===== config.mk =====
export PLATFORM = sky130hd
export DESIGN_NAME = iasf_irq_status
export DESIGN_NICKNAME = d
export VERILOG_FILES = /design/src/hw/iasf_irq_status.v
export VERILOG_INCLUDE_DIRS = /design/src /design/src/include
export SDC_FILE = /design/constraint.sdc
export NUM_CORES = 1
export LEC_CHECK = 0
export ABC_CLOCK_PERIOD_IN_PS = 2200
export BUFFER_PORTS_ARGS = -buffer_cell sky130_fd_sc_hd__buf_4
export CAP_MARGIN = 15
export CORE_MARGIN = 2
export CORE_UTILIZATION = 35
export CTS_CLUSTER_SIZE = 14
export DETAILED_ROUTE_END_ITERATION = 8
export GPL_TIMING_DRIVEN = 1
export PLACE_DENSITY = 0.66
export RECOVER_POWER = 50
export SETUP_SLACK_MARGIN = 0.02
export SLEW_MARGIN = 20
export SYNTH_ARGS = -nofsm -noshare
export SYNTH_HDL_FRONTEND = slang
export SYNTH_SLANG_ARGS = --single-unit

===== constraint.sdc =====
create_clock -name clk_in -period 2.2 [get_ports clk_in]
set_input_delay 0.66 -clock clk_in [delete_from_list [all_inputs] [get_ports clk_in]]
set_output_delay 0.66 -clock clk_in [all_outputs]
set_load 0.05 [all_outputs]

===== src/include/iasf_regs.vh =====
// Purpose: Register map, field positions and codes for the interrupt and status flag block.
// Assumes: Included by bare name from the design file.
// Notes: Definitions only.
`ifndef IASF_REGS_VH
`define IASF_REGS_VH
`define IASF_ADDR_W 8
`define IASF_ARITH_FLAGS_ADDR 8'h0a
`define IASF_IRQ_CONTROL_ADDR 8'h0b
`define IASF_RESET_BYTE 8'h00
`define IASF_BIT_WRAP 0
`define IASF_BIT_HALF 1
`define IASF_BIT_NULL 2
`define IASF_BIT_SWRAP 3
`define IASF_BIT_SLEEP 4
`define IASF_BIT_WDOG 5
`define IASF_BIT_GIE 0
`define IASF_BIT_EIE 1
`define IASF_BIT_T0IE 2
`define IASF_BIT_T1IE 3
`define IASF_BIT_EPEND 4
`define IASF_BIT_T0PEND 5
`define IASF_BIT_T1PEND 6
`define IASF_ARITH_MASK 8'h0f
`define IASF_IRQC_MASK 8'h7f
`define IASF_VEC_EXT 8'h04
`define IASF_VEC_TMR0 8'h08
`define IASF_VEC_TMR1 8'h0c
`define IASF_VEC_NONE 8'h00
`define IASF_ALU_NONE 3'h0
`define IASF_ALU_ADD 3'h1
`define IASF_ALU_SUB 3'h2
`define IASF_ALU_LOGIC 3'h3
`define IASF_ALU_ROT 3'h4
`define IASF_TAKE_NONE 3'h0
`define IASF_TAKE_EXT 3'h1
`define IASF_TAKE_TMR0 3'h2
`define IASF_TAKE_TMR1 3'h4
`define IASF_SYNC_IDLE 3'h7
`define IASF_BIT_TOP 7
`define IASF_BIT_RSVD 6
`endif


===== src/hw/iasf_irq_status.v =====
// Purpose: Status flag register and interrupt control with priority and vectors.
// Assumes: Core sequencer pulses ops for one cycle; timers pulse overflow for one cycle.
// Notes: Registers reached over a plain strobe port, read data one cycle later.
//
// Behaviour
// - Status register at 0AH, bits 6-7 zero.
// - Status writes leave sleep and watchdog flags.
// - Bit 0 carry, no borrow, rotate.
// - Bit 1 low nibble carry, no borrow.
// - Bit 2 set on zero result.
// - Bit 3 set on carry-in xor carry-out.
// - Sleep flag: cleared by clear op, set by sleep.
// - Watchdog flag: cleared by ops, set by timeout.
// - Status never saved; only counter pushed.
// - Acceptance clears global enable; requests only pend.
// - Full stack blocks acknowledgement.
// - Falling external pin sets external pending flag.
// - External taken to vector 04H, clears flags.
// - Timer 0 overflow pends, vector 08H.
// - Timer 1 bit 3/6, vector 0CH.
// - Control enable bits 0-3, bit 7 zero.
// - Nesting needs global and own enable.
// - Interrupt exit sets global enable; plain keeps.
// - Requests serviced at next phase two pulse.
// - Priority external, timer 0, timer 1.
// - Pending stays until serviced or cleared.
// - Any pending enabled source wakes device.
//
// Design decision made here: the strobed register port.
`timescale 1ns/1ns
`include "iasf_regs.vh"
module iasf_irq_status (
    input wire clk_in,
    input wire rst_in,
    input wire ce_in,
    input wire [7:0] addr_in,
    input wire [7:0] wdata_in,
    input wire wr_in,
    input wire rd_in,
    output reg [7:0] rdata_out,
    input wire [2:0] alu_op_in,
    input wire [7:0] alu_a_in,
    input wire [7:0] alu_b_in,
    input wire alu_cin_in,
    input wire [7:0] logic_result_in,
    input wire rot_carry_in,
    input wire sleep_op_in,
    input wire watchdog_clear_op_in,
    input wire watchdog_timeout_in,
    input wire irq_exit_op_in,
    input wire plain_exit_op_in,
    input wire phase_two_in,
    input wire stack_full_in,
    input wire external_irq_pin_in,
    input wire tmr0_overflow_in,
    input wire tmr1_overflow_in,
    output reg irq_ack_out,
    output reg [7:0] irq_vector_out,
    output wire wake_out,
    output reg [7:0] alu_result_out,
    output wire return_out
);
    reg [7:0] arith_flags_reg;
    reg [7:0] irq_control_reg;
    reg [2:0] pin_sync;
    reg pin_level;
    reg [7:0] next_flags;
    reg [7:0] next_irqc;
    reg [8:0] sum;
    reg [4:0] nib;
    reg [7:0] low7;
    reg carry_into_msb;
    reg [2:0] take;
    wire ext_fall;
    wire ack_ok;
    wire phase_edge;
    reg phase_d;
    wire wr_flags;
    wire wr_irqc;

    // Address match, shared by the write and read decoders.
    function hit;
        input [7:0] a;
        input [7:0] target;
        begin
            hit = (a == target);
        end
    endfunction

    // Fixed priority pick among enabled pending sources: external, timer 0, timer 1.
    function [2:0] pick_source;
        input [7:0] irqc;
        input allow;
        begin
            pick_source = `IASF_TAKE_NONE;
            if (allow) begin
                if (irqc[`IASF_BIT_EPEND] & irqc[`IASF_BIT_EIE]) begin
                    pick_source = `IASF_TAKE_EXT;
                end else if (irqc[`IASF_BIT_T0PEND] & irqc[`IASF_BIT_T0IE]) begin
                    pick_source = `IASF_TAKE_TMR0;
                end else if (irqc[`IASF_BIT_T1PEND] & irqc[`IASF_BIT_T1IE]) begin
                    pick_source = `IASF_TAKE_TMR1;
                end
            end
        end
    endfunction

    // Vector address for a taken source; zero when nothing is taken.
    function [7:0] vector_of;
        input [2:0] t;
        begin
            case (t)
                `IASF_TAKE_EXT: vector_of = `IASF_VEC_EXT;
                `IASF_TAKE_TMR0: vector_of = `IASF_VEC_TMR0;
                `IASF_TAKE_TMR1: vector_of = `IASF_VEC_TMR1;
                default: vector_of = `IASF_VEC_NONE;
            endcase
        end
    endfunction

    // Read decode: mapped registers return their value, anything else reads zero.
    function [7:0] read_mux;
        input [7:0] a;
        input [7:0] flags;
        input [7:0] irqc;
        begin
            read_mux = `IASF_RESET_BYTE;
            if (hit(a, `IASF_ARITH_FLAGS_ADDR)) begin
                read_mux = flags;
            end else if (hit(a, `IASF_IRQ_CONTROL_ADDR)) begin
                read_mux = irqc;
            end
        end
    endfunction

    // Acceptance clears the taken source's pending flag and the global enable.
    function [7:0] clear_taken;
        input [7:0] irqc;
        input [2:0] t;
        begin
            clear_taken = irqc;
            clear_taken[`IASF_BIT_GIE] = 1'b0;
            if (t == `IASF_TAKE_EXT) begin
                clear_taken[`IASF_BIT_EPEND] = 1'b0;
            end
            if (t == `IASF_TAKE_TMR0) begin
                clear_taken[`IASF_BIT_T0PEND] = 1'b0;
            end
            if (t == `IASF_TAKE_TMR1) begin
                clear_taken[`IASF_BIT_T1PEND] = 1'b0;
            end
        end
    endfunction

    function is_zero;
        input [7:0] v;
        begin
            is_zero = (v == `IASF_RESET_BYTE);
        end
    endfunction

    // Register write decode.
    assign wr_flags = wr_in & hit(addr_in, `IASF_ARITH_FLAGS_ADDR);
    assign wr_irqc = wr_in & hit(addr_in, `IASF_IRQ_CONTROL_ADDR);

    // Three-stage synchroniser; a change counts when stages two and three agree.
    assign ext_fall = pin_level & ~pin_sync[1] & ~pin_sync[2];
    assign phase_edge = phase_two_in & ~phase_d;
    // Only the program counter is pushed by the sequencer; flags are never stacked.
    assign return_out = irq_exit_op_in | plain_exit_op_in;
    assign ack_ok = phase_edge & ~stack_full_in & irq_control_reg[`IASF_BIT_GIE];
    assign wake_out = |(irq_control_reg[`IASF_BIT_T1PEND:`IASF_BIT_EPEND]
        & irq_control_reg[`IASF_BIT_T1IE:`IASF_BIT_EIE]);

    // Fixed priority selection of the source to take.
    always @* begin
        take = pick_source(irq_control_reg, ack_ok);
    end

    // Arithmetic flag computation.
    always @* begin
        next_flags = arith_flags_reg;
        sum = 9'h000;
        nib = 5'h00;
        low7 = 8'h00;
        carry_into_msb = 1'b0;
        case (alu_op_in)
            `IASF_ALU_ADD, `IASF_ALU_SUB: begin
                if (alu_op_in == `IASF_ALU_ADD) begin
                    sum = {1'b0, alu_a_in} + {1'b0, alu_b_in} + {8'h00, alu_cin_in};
                    nib = {1'b0, alu_a_in[3:0]} + {1'b0, alu_b_in[3:0]} + {4'h0, alu_cin_in};
                    low7 = {1'b0, alu_a_in[6:0]} + {1'b0, alu_b_in[6:0]} + {7'h00, alu_cin_in};
                end else begin
                    // Subtraction as a plus not b plus carry; carry out means no borrow.
                    sum = {1'b0, alu_a_in} + {1'b0, ~alu_b_in} + {8'h00, alu_cin_in};
                    nib = {1'b0, alu_a_in[3:0]} + {1'b0, ~alu_b_in[3:0]} + {4'h0, alu_cin_in};
                    low7 = {1'b0, alu_a_in[6:0]} + {1'b0, ~alu_b_in[6:0]} + {7'h00, alu_cin_in};
                end
                carry_into_msb = low7[7];
                next_flags[`IASF_BIT_WRAP] = sum[8];
                next_flags[`IASF_BIT_HALF] = nib[4];
                next_flags[`IASF_BIT_NULL] = is_zero(sum[7:0]);
                next_flags[`IASF_BIT_SWRAP] = carry_into_msb ^ sum[8];
            end
            `IASF_ALU_LOGIC: begin
                next_flags[`IASF_BIT_NULL] = is_zero(logic_result_in);
            end
            `IASF_ALU_ROT: begin
                next_flags[`IASF_BIT_WRAP] = rot_carry_in;
            end
            default: begin
                next_flags = arith_flags_reg;
            end
        endcase
        if (wr_flags) begin
            next_flags = (wdata_in & `IASF_ARITH_MASK)
                | (arith_flags_reg & ~`IASF_ARITH_MASK);
        end
        if (watchdog_clear_op_in) begin
            next_flags[`IASF_BIT_SLEEP] = 1'b0;
            next_flags[`IASF_BIT_WDOG] = 1'b0;
        end
        if (sleep_op_in) begin
            next_flags[`IASF_BIT_SLEEP] = 1'b1;
            next_flags[`IASF_BIT_WDOG] = 1'b0;
        end
        if (watchdog_timeout_in) begin
            next_flags[`IASF_BIT_WDOG] = 1'b1;
        end
        next_flags[`IASF_BIT_TOP:`IASF_BIT_RSVD] = 2'b00;
    end

    // Interrupt control register update.
    always @* begin
        next_irqc = irq_control_reg;
        if (wr_irqc) begin
            next_irqc = wdata_in & `IASF_IRQC_MASK;
        end
        if (irq_exit_op_in) begin
            next_irqc[`IASF_BIT_GIE] = 1'b1;
        end
        if (take != `IASF_TAKE_NONE) begin
            next_irqc = clear_taken(next_irqc, take);
        end
        // Hardware sets are applied last so a same-cycle clear cannot lose them.
        if (ext_fall) begin
            next_irqc[`IASF_BIT_EPEND] = 1'b1;
        end
        if (tmr0_overflow_in) begin
            next_irqc[`IASF_BIT_T0PEND] = 1'b1;
        end
        if (tmr1_overflow_in) begin
            next_irqc[`IASF_BIT_T1PEND] = 1'b1;
        end
        next_irqc[`IASF_BIT_TOP] = 1'b0;
    end

    // Pin synchroniser; the first stage is read only by the second.
    // The idle level is high so no false edge follows reset.
    always @(posedge clk_in or posedge rst_in) begin
        if (rst_in) begin
            pin_sync <= `IASF_SYNC_IDLE;
            pin_level <= 1'b1;
        end else if (ce_in) begin
            pin_sync <= {pin_sync[1:0], external_irq_pin_in};
            if (pin_sync[1] == pin_sync[2]) begin
                pin_level <= pin_sync[2];
            end
        end
    end

    // Previous phase two level, for the service-point edge.
    always @(posedge clk_in or posedge rst_in) begin
        if (rst_in) begin
            phase_d <= 1'b0;
        end else if (ce_in) begin
            phase_d <= phase_two_in;
        end
    end

    // Status register.
    always @(posedge clk_in or posedge rst_in) begin
        if (rst_in) begin
            arith_flags_reg <= `IASF_RESET_BYTE;
        end else if (ce_in) begin
            arith_flags_reg <= next_flags;
        end
    end

    // Interrupt control register.
    always @(posedge clk_in or posedge rst_in) begin
        if (rst_in) begin
            irq_control_reg <= `IASF_RESET_BYTE;
        end else if (ce_in) begin
            irq_control_reg <= next_irqc;
        end
    end

    // Acknowledge pulse, one cycle after the service point.
    always @(posedge clk_in or posedge rst_in) begin
        if (rst_in) begin
            irq_ack_out <= 1'b0;
        end else if (ce_in) begin
            irq_ack_out <= (take != `IASF_TAKE_NONE);
        end
    end

    // Vector that goes with the acknowledge.
    always @(posedge clk_in or posedge rst_in) begin
        if (rst_in) begin
            irq_vector_out <= `IASF_VEC_NONE;
        end else if (ce_in) begin
            irq_vector_out <= vector_of(take);
        end
    end

    // Read data stands only in the cycle after the read strobe.
    always @(posedge clk_in or posedge rst_in) begin
        if (rst_in) begin
            rdata_out <= `IASF_RESET_BYTE;
        end else if (ce_in) begin
            if (rd_in) begin
                rdata_out <= read_mux(addr_in, arith_flags_reg, irq_control_reg);
            end else begin
                rdata_out <= `IASF_RESET_BYTE;
            end
        end
    end

    // Adder result for the core, from the add and subtract paths only.
    always @(posedge clk_in or posedge rst_in) begin
        if (rst_in) begin
            alu_result_out <= `IASF_RESET_BYTE;
        end else if (ce_in) begin
            alu_result_out <= sum[7:0];
        end
    end
endmodule


-- Word level (Yosys, flattened, before mapping)
Index checks and enable logic that the tools add are counted.
- bits in registers: 43
- output and inout bits: 27
- word-level logic and storage cells: 106
- multiplexer cells: 31
- bitwise gates (word level): 21
- add/subtract/negate cells: 12
- reduce and logical (&&, ||, !) cells: 18
- equality and inequality tests: 10
- operators by type and width (cell ; count):
    8-bit two-way mux ; 4
    7-bit two-way mux ; 4
    8-bit by 8-bit adder with 9-bit output ; 2
    9-bit by 1-bit adder with 9-bit output ; 2
    9-bit two-way mux ; 2
    7-bit by 7-bit adder with 8-bit output ; 2
    8-bit by 1-bit adder with 8-bit output ; 2
    8-bit by 4-bit equality test with 1-bit output (second input constant) ; 2
    8-bit logical NOT ; 2
    3-bit nonzero test ; 5
    2-bit AND reduction ; 7
    3-bit two-way mux ; 4
    4-bit case mux with 3 select lines ; 1
    4-bit by 4-bit adder with 5-bit output ; 2
    5-bit by 1-bit adder with 5-bit output ; 2
    1-bit AND ; 10
    1-bit two-way mux ; 10
    3-bit by 2-bit equality test with 1-bit output (second input constant) ; 3
    8-bit inverter ; 1
    7-bit inverter ; 1
    3-bit by 1-bit equality test with 1-bit output (second input constant) ; 2
    3-bit equality test (second input constant) ; 2
    6-bit two-way mux ; 1
    4-bit by 6-bit OR with 6-bit output ; 1
    other kinds (13) ; 18

-- Depth between registers and ports, before layout
Gate-level depths: netlist of the first run.
- depth in word-level cells: 11
- gate-level depth with buffers: 10

-- Worst setup path after synthesis of the first run
OpenSTA, ideal clock, no wires.
- path kind: in2reg
- from: input alu_a_in[0]
- to: register arith_flags_reg[2]
- data arrival time: 2.445 ns
- setup time: 0.120 ns
- setup slack: -0.365 ns
- stages on the path: 8
- path buffers: 0
- cell sequence: fa_1 > fa_1 > nor2b_1 > o21bai_1 > a22oi_4 > xnor2_1 > nor4_2 > a41o_1
- cells in the longest elaborated chain, start to end: 7
- ends and longest elaborated chain (what ; line ; RTL):
    start: declaration ; iasf_irq_status.v:42 ; input wire [7:0] alu_a_in,
    8-bit by 8-bit adder with 9-bit output, on equally long branches ; iasf_irq_status.v:195, iasf_irq_status.v:190 ;
    9-bit by 1-bit adder with 9-bit output, on equally long branches ; iasf_irq_status.v:195, iasf_irq_status.v:190 ;
    9-bit two-way mux (*) ; iasf_irq_status.v:189 ; if (alu_op_in == `IASF_ALU_ADD) begin
    9-bit two-way mux (*) ; iasf_irq_status.v:187 ; case (alu_op_in)
    8-bit logical NOT (no source line) (*) ; -- ;
    1-bit case mux with 2 select lines (*) ; iasf_irq_status.v:187 ;
    6-bit two-way mux (*) ; iasf_irq_status.v:215 ; if (wr_flags) begin
    end signal: assignment ; iasf_irq_status.v:284 ; arith_flags_reg <= `IASF_RESET_BYTE;
    end signal: assignment ; iasf_irq_status.v:286 ; arith_flags_reg <= next_flags;
    end: declaration ; iasf_irq_status.v:63 ; reg [7:0] arith_flags_reg;
Every way passes the cells marked *; elsewhere a longest branch is shown, timed or not. The select of a mux whose other input is x is not followed.
A chain may end at the register's enable or synchronous reset.

-- Final worst setup path of the first run
- from: input alu_a_in[0]
- to: register arith_flags_reg[3]
- cells in the longest elaborated chain, start to end: 7
- ends and longest elaborated chain (what ; line ; RTL):
    8-bit by 8-bit adder with 9-bit output (tied with other cells) ; iasf_irq_status.v:195 ; sum = {1'b0, alu_a_in} + {1'b0, ~alu_b_in} + {8'h00, alu_cin_in};
    9-bit by 1-bit adder with 9-bit output (tied with other cells) ; iasf_irq_status.v:195 ;
    9-bit two-way mux or 8-bit two-way mux (tied branches) ; iasf_irq_status.v:189 ;
    9-bit two-way mux or 8-bit two-way mux (tied branches) ; iasf_irq_status.v:187 ;
    1-bit bitwise XOR (*) ; iasf_irq_status.v:203 ; next_flags[`IASF_BIT_SWRAP] = carry_into_msb ^ sum[8];
    1-bit two-way mux (*) ; iasf_irq_status.v:187 ;
    6-bit two-way mux (*) ; iasf_irq_status.v:215 ;
Marked as above.

==> out/results.ini, run 1 <==
[synthesis]
synth_area_sq_mm=0.00259
synth-compound-area-share=0.226
synth_xor_area_frac=0.0305
synth_edf_count=0
yosysWarnings=0
synth_top_family_by_area=compound AO/OA/AOI/OAI gates
async_flop_share=1.00
netlist-cell-type-count=59
ys_ff_latch=36
synthAdderAreaFrac=0.0986
avgSynthCellArea_sq_um=9.34
syn_inst=277
yosysSeqAreaShare=0.350
synth-simple-area-share=0.171
synth-main-ff-cell=dfrtp_1
synth_mux_area_frac=0.0459

[cells_and_area]
n_fill_cell=726
utilization=0.506
seqCellArea_sq_um=906
largest_register_ffs=8
post_route_cells_drive_above_1_share=0.396
finalNetCount=466
multiInputGateArea_sq_mm=0.00158
synthToLayoutAreaGrowth_pct=41.2
finalNonFillerCells=488
n_antenna_cell=0

[routing]
wl_per_cell_microns=13.5
wirelength_microns=6600
drtPass1Iterations=4
vias=2420
drt_iter0_markers=117
remaining_drc_errors=0
viasPerCell=4.96
ant_nets=0

[cts]
clkSinkCount=36
cts_tree=built
hold_buffers=0
path_clk_slew_ns=0.07
htree_num_levels=2
root_buffer=clkbuf_8
cts_buffers=5
clockBufferDepth=2
clk_latency_ns=0.29

[placed_design]
gp_congestion=0.883
dp_hpwl_microns=5410
port_buffers=78
dp.cells=476

[grt]
grt_pass1_vias=2425
grt_pass1_wl_microns=11300
antenna_found_initial=0
grt_overflow=0
grt_usage=0.169
grt_max_degree=37

[sta]
setup_viol=4
final.setup_skew_ns=0.0104
drv_slew=0
max_freq_ghz=0.437
slew_headroom=0.423
hold_viol_final=0
period_needed_ns=2.29
setup_ws_ns=-0.0897
tightest_slew_ns=0.865
fin_crit_sh=1.04
grt_setup_unrepaired=yes
holdWs_ns=0.483

[pwr]
power.density_mw_per_mm2=525
vdd.ir_drop.worst_mv=0.187
clkPwrFrac=0.232
p_total_mw=1.92
pwr-share-comb=0.360
pwr-share-seq=0.408
p_switching_mw=0.635
power.internal_mw=1.28
leakage_nw=1.75
swShare=0.331

[outcome]
status=finished, violations left
violations=negative setup slack

[worst_setup_path]
crit_type=input pin to flop
crit_path_max_fanout=2
worstReg2RegStart=irq_control_reg[0]
crit_arrival_ns=2.50
startpoint_type=input pin
regToRegSetupSlack_ns=0.67
end_kind=flop
cp-startpoint=alu_a_in[0]
crit_required_ns=2.41

[die]
start_util=0.359
die_y_microns=90.0
die_w_microns=90.0
top_level_ports=87
core_area_sq_mm=0.00721
die_area_sq_mm=0.00810
rows=31

[job]
drv_cap=0

[min_path]
min_path_type=flop to flop
holdCritStartpoint=alu_result_out[1]

-- Yosys cell counts, drive strengths merged (5+ instances only) --
master | number | area, sq um
o2bb2ai | 9 | 78.8
a22oi | 6 | 58.8
nand4 | 5 | 31.3
o21ai | 19 | 95.1
buf | 11 | 85.1
nand3 | 11 | 55.1
nor2b | 7 | 43.8
clkbuf | 8 | 30.0
nor3 | 5 | 25.0
a22o | 7 | 61.3
xnor2 | 7 | 61.3
mux2 | 7 | 78.8
dfrtp | 32 | 801
ha | 14 | 175
a21oi | 17 | 85.1
nor2 | 14 | 55.1
inv | 22 | 82.6
nand2 | 15 | 58.8
a31oi | 8 | 50.1
-- final cells by class --
class | count | share of cell area
sequential | 36 | 0.248
timing repair buffer | 117 | 0.241
inverter | 22 | 0.0226
clock inverter | 1 | 0.00137
tap | 99 | 0.0339
multi-input combinational | 206 | 0.433
clock buffer | 7 | 0.0209
-- final timing paths --
kind | to | depth (start not counted)
min in group asynchronous | alu_result_out[1] | 3
setup / recovery | arith_flags_reg[3] | 9
setup reg to reg | irq_control_reg[6] | 7
hold / removal | alu_result_out[1] | 1
hold reg to reg | alu_result_out[1] | 1
max in group asynchronous | irq_control_reg[6] | 3
-- stage by stage --
stage	instance area (sq um)	worst slack, ns	TNS [ns]
2_1_floorplan	2650	-0.220	-0.721
3_3_place_gp	3500	-0.435	-2.69
3_5_place_dp	3500	-0.468	-3.19
4_1_cts	3640	-0.130	-0.428
5_1_grt	3650	-0.199	-0.775
6_report	3650	-0.0897	-0.242
-- kinds of logic after synthesis --
family | Yosys count
flops | 36
buf+inv | 41
fa+ha+maj | 18
xor+xnor | 9
mux | 11
compound gates | 84
other cells | 1
simple gates | 77
-- metal layers --
layer	wire length (microns)	share of wire	global-route usage
met1	2860	0.43	0.214
met4	101	0.015	0.0615
met2	3330	0.51	0.287
met5	0	0	0
met3	303	0.046	0.0360
-- layout by cell type, fill, tap and decap left out, types with 8 or more instances in the layout --
master       n
nand2_1     14
o21ai_1      8
a31oi_1      8
a21oi_1     14
nand3_1     11
o21ai_0     10
buf_4      113
dfrtp_1     32
inv_1       22
nor2_1      13
ha_1        14
o2bb2ai_1    9
-- power by group through the flow --
stage / registers [mW] / clock network, mW / logic (mW)
after global placement: 0.792 / 0 / 0.654
after CTS: 0.783 / 0.456 / 0.686
after detailed placement: 0.795 / 0 / 0.669
final: 0.783 / 0.446 / 0.691
after floorplan: 0.842 / 0 / 0.359
after global routing: 0.793 / 0.493 / 0.756
-- worst max-delay path, cell delays in order --
cell       delay [ns]
buf_8            0.10
fa_2             0.39
fa_2             0.35
nor2b_4          0.15
o21a_1           0.19
nor3_2           0.18
o2bb2ai_1        0.13
xor2_1           0.18
a31oi_1          0.17
-- repair_timing --
action / CTS / global route
pin swaps: 11 / 7
buffers inserted: 3 / 1
resized for setup: 9 / 3
endpoints found under the setup margin: 6 / 8
gates cloned: 0 / 0
(Power assumes the default switching activity.)
==> inputs of run 2 (changes only) <==
--- a/config.mk
+++ b/config.mk
@@ -6,7 +6,7 @@
 export SDC_FILE = /design/constraint.sdc
 export NUM_CORES = 1
 export LEC_CHECK = 0
-export ABC_CLOCK_PERIOD_IN_PS = 2200
+export ABC_CLOCK_PERIOD_IN_PS = 2580
 export BUFFER_PORTS_ARGS = -buffer_cell sky130_fd_sc_hd__buf_4
 export CAP_MARGIN = 15
 export CORE_MARGIN = 2
==> constraint.sdc (replaced) <==
create_clock -name clk_in -period 2.58 [get_ports clk_in]
set_input_delay 0.774 -clock clk_in [delete_from_list [all_inputs] [get_ports clk_in]]
set_output_delay 0.774 -clock clk_in [all_outputs]
set_load 0.05 [all_outputs]
==> run 2 against run 1 <==
  * The flow now finishes without violations
  * Critical path type unchanged
  * Power is 16% lower
  * Sequential power decreased by 15%
  * Non-clock buffer count down 22
  * Final area is 5.7% lower
  * Die area did not move
==> out/results.ini, run 2 (synthesis gave the netlist of run 1 again) <==
[outcome]
status=completed

[cts]
clkSinkCount=36
cts_tree=built
root_buffer=clkbuf_8
clockBufferDepth=2
path_clk_slew_ns=0.07
hold_buffers=0
clk_latency_ns=0.29
htree_num_levels=2
cts_buffers=5

[routing]
wl_per_cell_microns=13.7
viasPerCell=5.05
drtPass1Iterations=4
drt_iter0_markers=78
ant_nets=0
vias=2355
remaining_drc_errors=0
wirelength_microns=6390

[pwr]
swShare=0.326
vdd.ir_drop.worst_mv=0.186
power.density_mw_per_mm2=467
clkPwrFrac=0.254
p_switching_mw=0.525
power.internal_mw=1.08
pwr-share-comb=0.330
leakage_nw=1.63
pwr-share-seq=0.416

[job]
drv_cap=0

[cells_and_area]
layout_common_cells=buf_4 (90), dfrtp_1 (32), inv_1 (22), a21oi_1 (17)
n_fill_cell=731
layout_commonest_cell=buf_4
finalNetCount=444
n_antenna_cell=0
largest_register_ffs=8
synthToLayoutAreaGrowth_pct=33.1
post_route_cells_drive_above_1_share=0.332

[sta]
fin_crit_sh=0.972
period_needed_ns=2.51
holdWs_ns=0.490
max_freq_ghz=0.399
fin_setup_tns_ns=0
drv_slew=0
hold_viol_final=0
final.setup_skew_ns=0.00420
tightest_slew_ns=0.928
slew_headroom=0.381
setup_viol=0
grt_setup_unrepaired=no

[worst_setup_path]
end_kind=flop
cp-startpoint=alu_cin_in
worst_r2r_endpoint=irq_control_reg[6]
regToRegSetupSlack_ns=1.04
worstReg2RegStart=irq_control_reg[0]
crit_required_ns=2.80
setup.worst_path.end=arith_flags_reg[2]
crit_arrival_ns=2.73
crit_path_max_fanout=2
crit_type=input pin to flop
reg2reg_depth=7
startpoint_type=input pin

[grt]
grt_usage=0.160
grt_overflow=0
grt_pass1_vias=2359
grt_pass1_wl_microns=10800
antenna_found_initial=0
grt_max_degree=37

[die]
core_area_sq_mm=0.00721
die_y_microns=90.0
rows=31
die_area_sq_mm=0.00810
top_level_ports=87
die_w_microns=90.0
start_util=0.359

[placed_design]
gp_congestion=0.899
dp_hpwl_microns=5110
port_buffers=78

[min_path]
holdPathStages=1
min_path_type=flop to flop

## run 2: what timing repair did
| action | in CTS | in global routing |
|---|---|---|
| endpoints found under the hold margin | 0 | 0 |
| gates resized for setup | 0 | 2 |
| setup buffers | 0 | 0 |
| setup endpoints to repair | 0 | 1 |
## run 2: worst max-delay path, cell delays in order
cell and delay [ns]:
buf_4 0.12, fa_2 0.41, fa_2 0.37, nor2b_4 0.15
o21bai_4 0.16, a22oi_4 0.10, xnor2_2 0.16, nor4_2 0.29
a41o_1 0.19
## run 2: area by class of cell
cell class	instances	area, sq um	share of cell area
multi-input cells	206	1540	0.448
flip-flops and latches	36	906	0.263
repair buffers	95	699	0.203
well taps	99	124	0.0360
clock buffers	8	90.1	0.0262
inverters	22	82.6	0.0240
## run 2: worst min-delay path by stage
stage                                  start            endpoint  slack, ns
after floorplan           arith_flags_reg[5]  arith_flags_reg[5]       0.47
after detailed placement   alu_result_out[1]   alu_result_out[1]       0.48
after global placement     irq_vector_out[2]   irq_vector_out[2]       0.47
after CTS                  alu_result_out[1]   alu_result_out[1]       0.49
after global routing       irq_vector_out[2]   irq_vector_out[2]       0.51
final                      alu_result_out[1]   alu_result_out[1]       0.49
## run 2: metal layers
| layer | GRT usage | vias up | part of all wire |
|---|---|---|---|
| met2 | 0.269 | 80 | 0.48 |
| met3 | 0.0402 | 10 | 0.062 |
| met5 | 0 | - | 0 |
| met4 | 0.0474 | 0 | 0.015 |
| li1 | - | 1166 | - |
| met1 | 0.203 | 1099 | 0.44 |
## run 2: metrics by stage
step,util,worst slack [ns],instances,power [mW],cell area [sq um]
floorplan,-,0.0245,283,1.02,2650
global placement,0.467,-0.194,458,1.20,3370
detailed placement,0.467,-0.215,458,1.21,3370
CTS,0.479,0.0888,466,1.62,3460
global route,0.477,0.0356,466,1.71,3440
finish,0.477,0.0735,466,1.61,3440
## run 2: power by group through the flow
| stage | Combinational [mW] | Clock (mW) | Sequential, mW |
|---|---|---|---|
| final | 0.531 | 0.408 | 0.669 |
| after global routing | 0.583 | 0.449 | 0.677 |
| after CTS | 0.536 | 0.420 | 0.669 |
| after detailed placement | 0.536 | 0 | 0.678 |
| after global placement | 0.528 | 0 | 0.676 |
| after floorplan | 0.305 | 0 | 0.718 |
==> inputs of run 3 (changes only) <==
--- a/config.mk
+++ b/config.mk
@@ -16,6 +16,7 @@
 export GPL_TIMING_DRIVEN = 1
 export PLACE_DENSITY = 0.66
 export RECOVER_POWER = 50
+export REMOVE_ABC_BUFFERS = 1
 export SETUP_SLACK_MARGIN = 0.02
 export SLEW_MARGIN = 20
 export SYNTH_ARGS = -nofsm -noshare
==> run 3 against run 2 <==
  * Worst setup slack better by 0.019 ns
  * Register-to-register slack got worse by 0.06 ns
  * Critical path type unchanged
  * Critical endpoint unchanged
  * Critical path depth unchanged
  * Combinational power about the same
  * Clock skew up 0.0013 ns
  * Clock-buffer cell count down 2
  * Flip-flop and latch count unchanged
  * Sequential share of layout area hardly changed
  * Global-route usage increased by 0.29 points
==> out/results.ini, run 3 (synthesis gave the netlist of run 1 again) <==
[outcome]
status=completed

[grt]
grt_usage=0.162
grt_pass1_vias=2354
grt_overflow=0
antenna_found_initial=0
grt_max_degree=37
grt_pass1_wl_microns=10900

[die]
top_level_ports=87
die_y_microns=90.0
die_w_microns=90.0
rows=31
die_area_sq_mm=0.00810
start_util=0.359
core_area_sq_mm=0.00721

[cells_and_area]
n_antenna_cell=0
synthToLayoutAreaGrowth_pct=33.2
layout_commonest_cell=buf_4
layout_common_cells=buf_4 (91), dfrtp_1 (32), inv_1 (22), a21oi_1 (17)
largest_register_ffs=8
finalNetCount=444
post_route_cells_drive_above_1_share=0.343

[worst_setup_path]
worst_path_max_delay_cell=fa_2
worst-path-buf-inv=1
crit_path_max_incr_delay_ns=0.40
crit_path_max_fanout=2
end_kind=flop
crit_type=input pin to flop
cp.depth=9
path_delay_family=adder cells
crit_top_cell=fa_2
reg2reg_depth=7
crit_required_ns=2.77
crit_chain=buf_4 > fa_2 > fa_2 > nor2b_1 > o21a_1 > nor3_2 > o21ai_1 > xnor2_1 > a41o_1
crit_arrival_ns=2.67
startpoint_type=input pin

[pwr]
power.density_mw_per_mm2=468
leakage_nw=1.64
p_total_mw=1.61
vdd.ir_drop.worst_mv=0.178

[placed_design]
port_buffers=78
place_ws_ns=-0.400
gp_congestion=0.836
dp_hpwl_microns=5180

[sta]
drv_slew=0
max_freq_ghz=0.402
fin_crit_sh=0.964
tightest_slew_ns=0.892
fin_setup_tns_ns=0
hold_viol_final=0
final.setup_skew_ns=0.00554
period_needed_ns=2.49
slew_headroom=0.406
setup_viol=0
grt_setup_unrepaired=yes
setup_ws_ns=0.0928

[job]
drv_cap=0

[routing]
remaining_drc_errors=0
viasPerCell=5.05
ant_nets=0
drt_iter0_markers=83
wirelength_microns=6470
drtPass1Iterations=5
wl_per_cell_microns=13.9
vias=2353

[cts]
cts_buffers=5
hold_buffers=0
htree_num_levels=2
clk_latency_ns=0.29
clkSinkCount=36
root_buffer=clkbuf_8
clockBufferDepth=2
cts_tree=built
path_clk_slew_ns=0.07

[min_path]
holdPathStages=1
min_path_type=flop to flop

run 3: final timing paths:
path | startpoint | endpoint | slack (ns)
max in group asynchronous | rst_in | rdata_out[0] | 1.27
worst max register to register | irq_control_reg[0] | irq_control_reg[6] | 0.98
worst min-delay path | alu_result_out[1] | alu_result_out[1] | 0.49
worst max-delay path | alu_a_in[0] | arith_flags_reg[2] | 0.09
worst min register to register | alu_result_out[1] | alu_result_out[1] | 0.49
min in group asynchronous | rst_in | alu_result_out[1] | 0.75
run 3: where the power goes:
part	internal [mW]	switching (mW)	leakage, nW
logic	0.238	0.295	1.14
registers	0.628	0.0402	0.446
clock network	0.213	0.200	0.0510
run 3: routing by layer:
metal  part of all wire  wire, microns  up-vias  global-route usage
met1               0.45           2880     1108               0.201
met5                  0              0        -                   0
li1                   -              -     1162                   -
met2               0.48           3130       72               0.279
met3              0.056            361       11              0.0402
met4              0.014             93        0              0.0526
run 3: per-stage QoR:
stage / instance area, sq um / hold slack, ns / std cells / util
4_1_cts: 3440 / 0.496 / 466 / 0.476
6_report: 3450 / 0.490 / 466 / 0.478
3_3_place_gp: 3330 / 0.474 / 458 / 0.462
2_1_floorplan: 2490 / 0.467 / 264 / -
3_5_place_dp: 3330 / 0.479 / 458 / 0.462
5_1_grt: 3450 / 0.504 / 466 / 0.478
run 3: area by class of cell:
type	count	area [sq um]
inverters	22	82.6
flip-flops and latches	36	906
repair buffers	95	707
clock inverters	2	10.0
multi-input cells	206	1530
fillers	711	3770
clock buffers	6	82.6
well taps	99	124
run 3: what timing repair did:
| action | 4_1_cts | 5_1_grt |
|---|---|---|
| setup endpoints to repair | 4 | 3 |
| resized for setup | 3 | 4 |
| pin swaps | 0 | 3 |
| setup buffers | 0 | 0 |
| hold endpoints to repair | 0 | 0 |
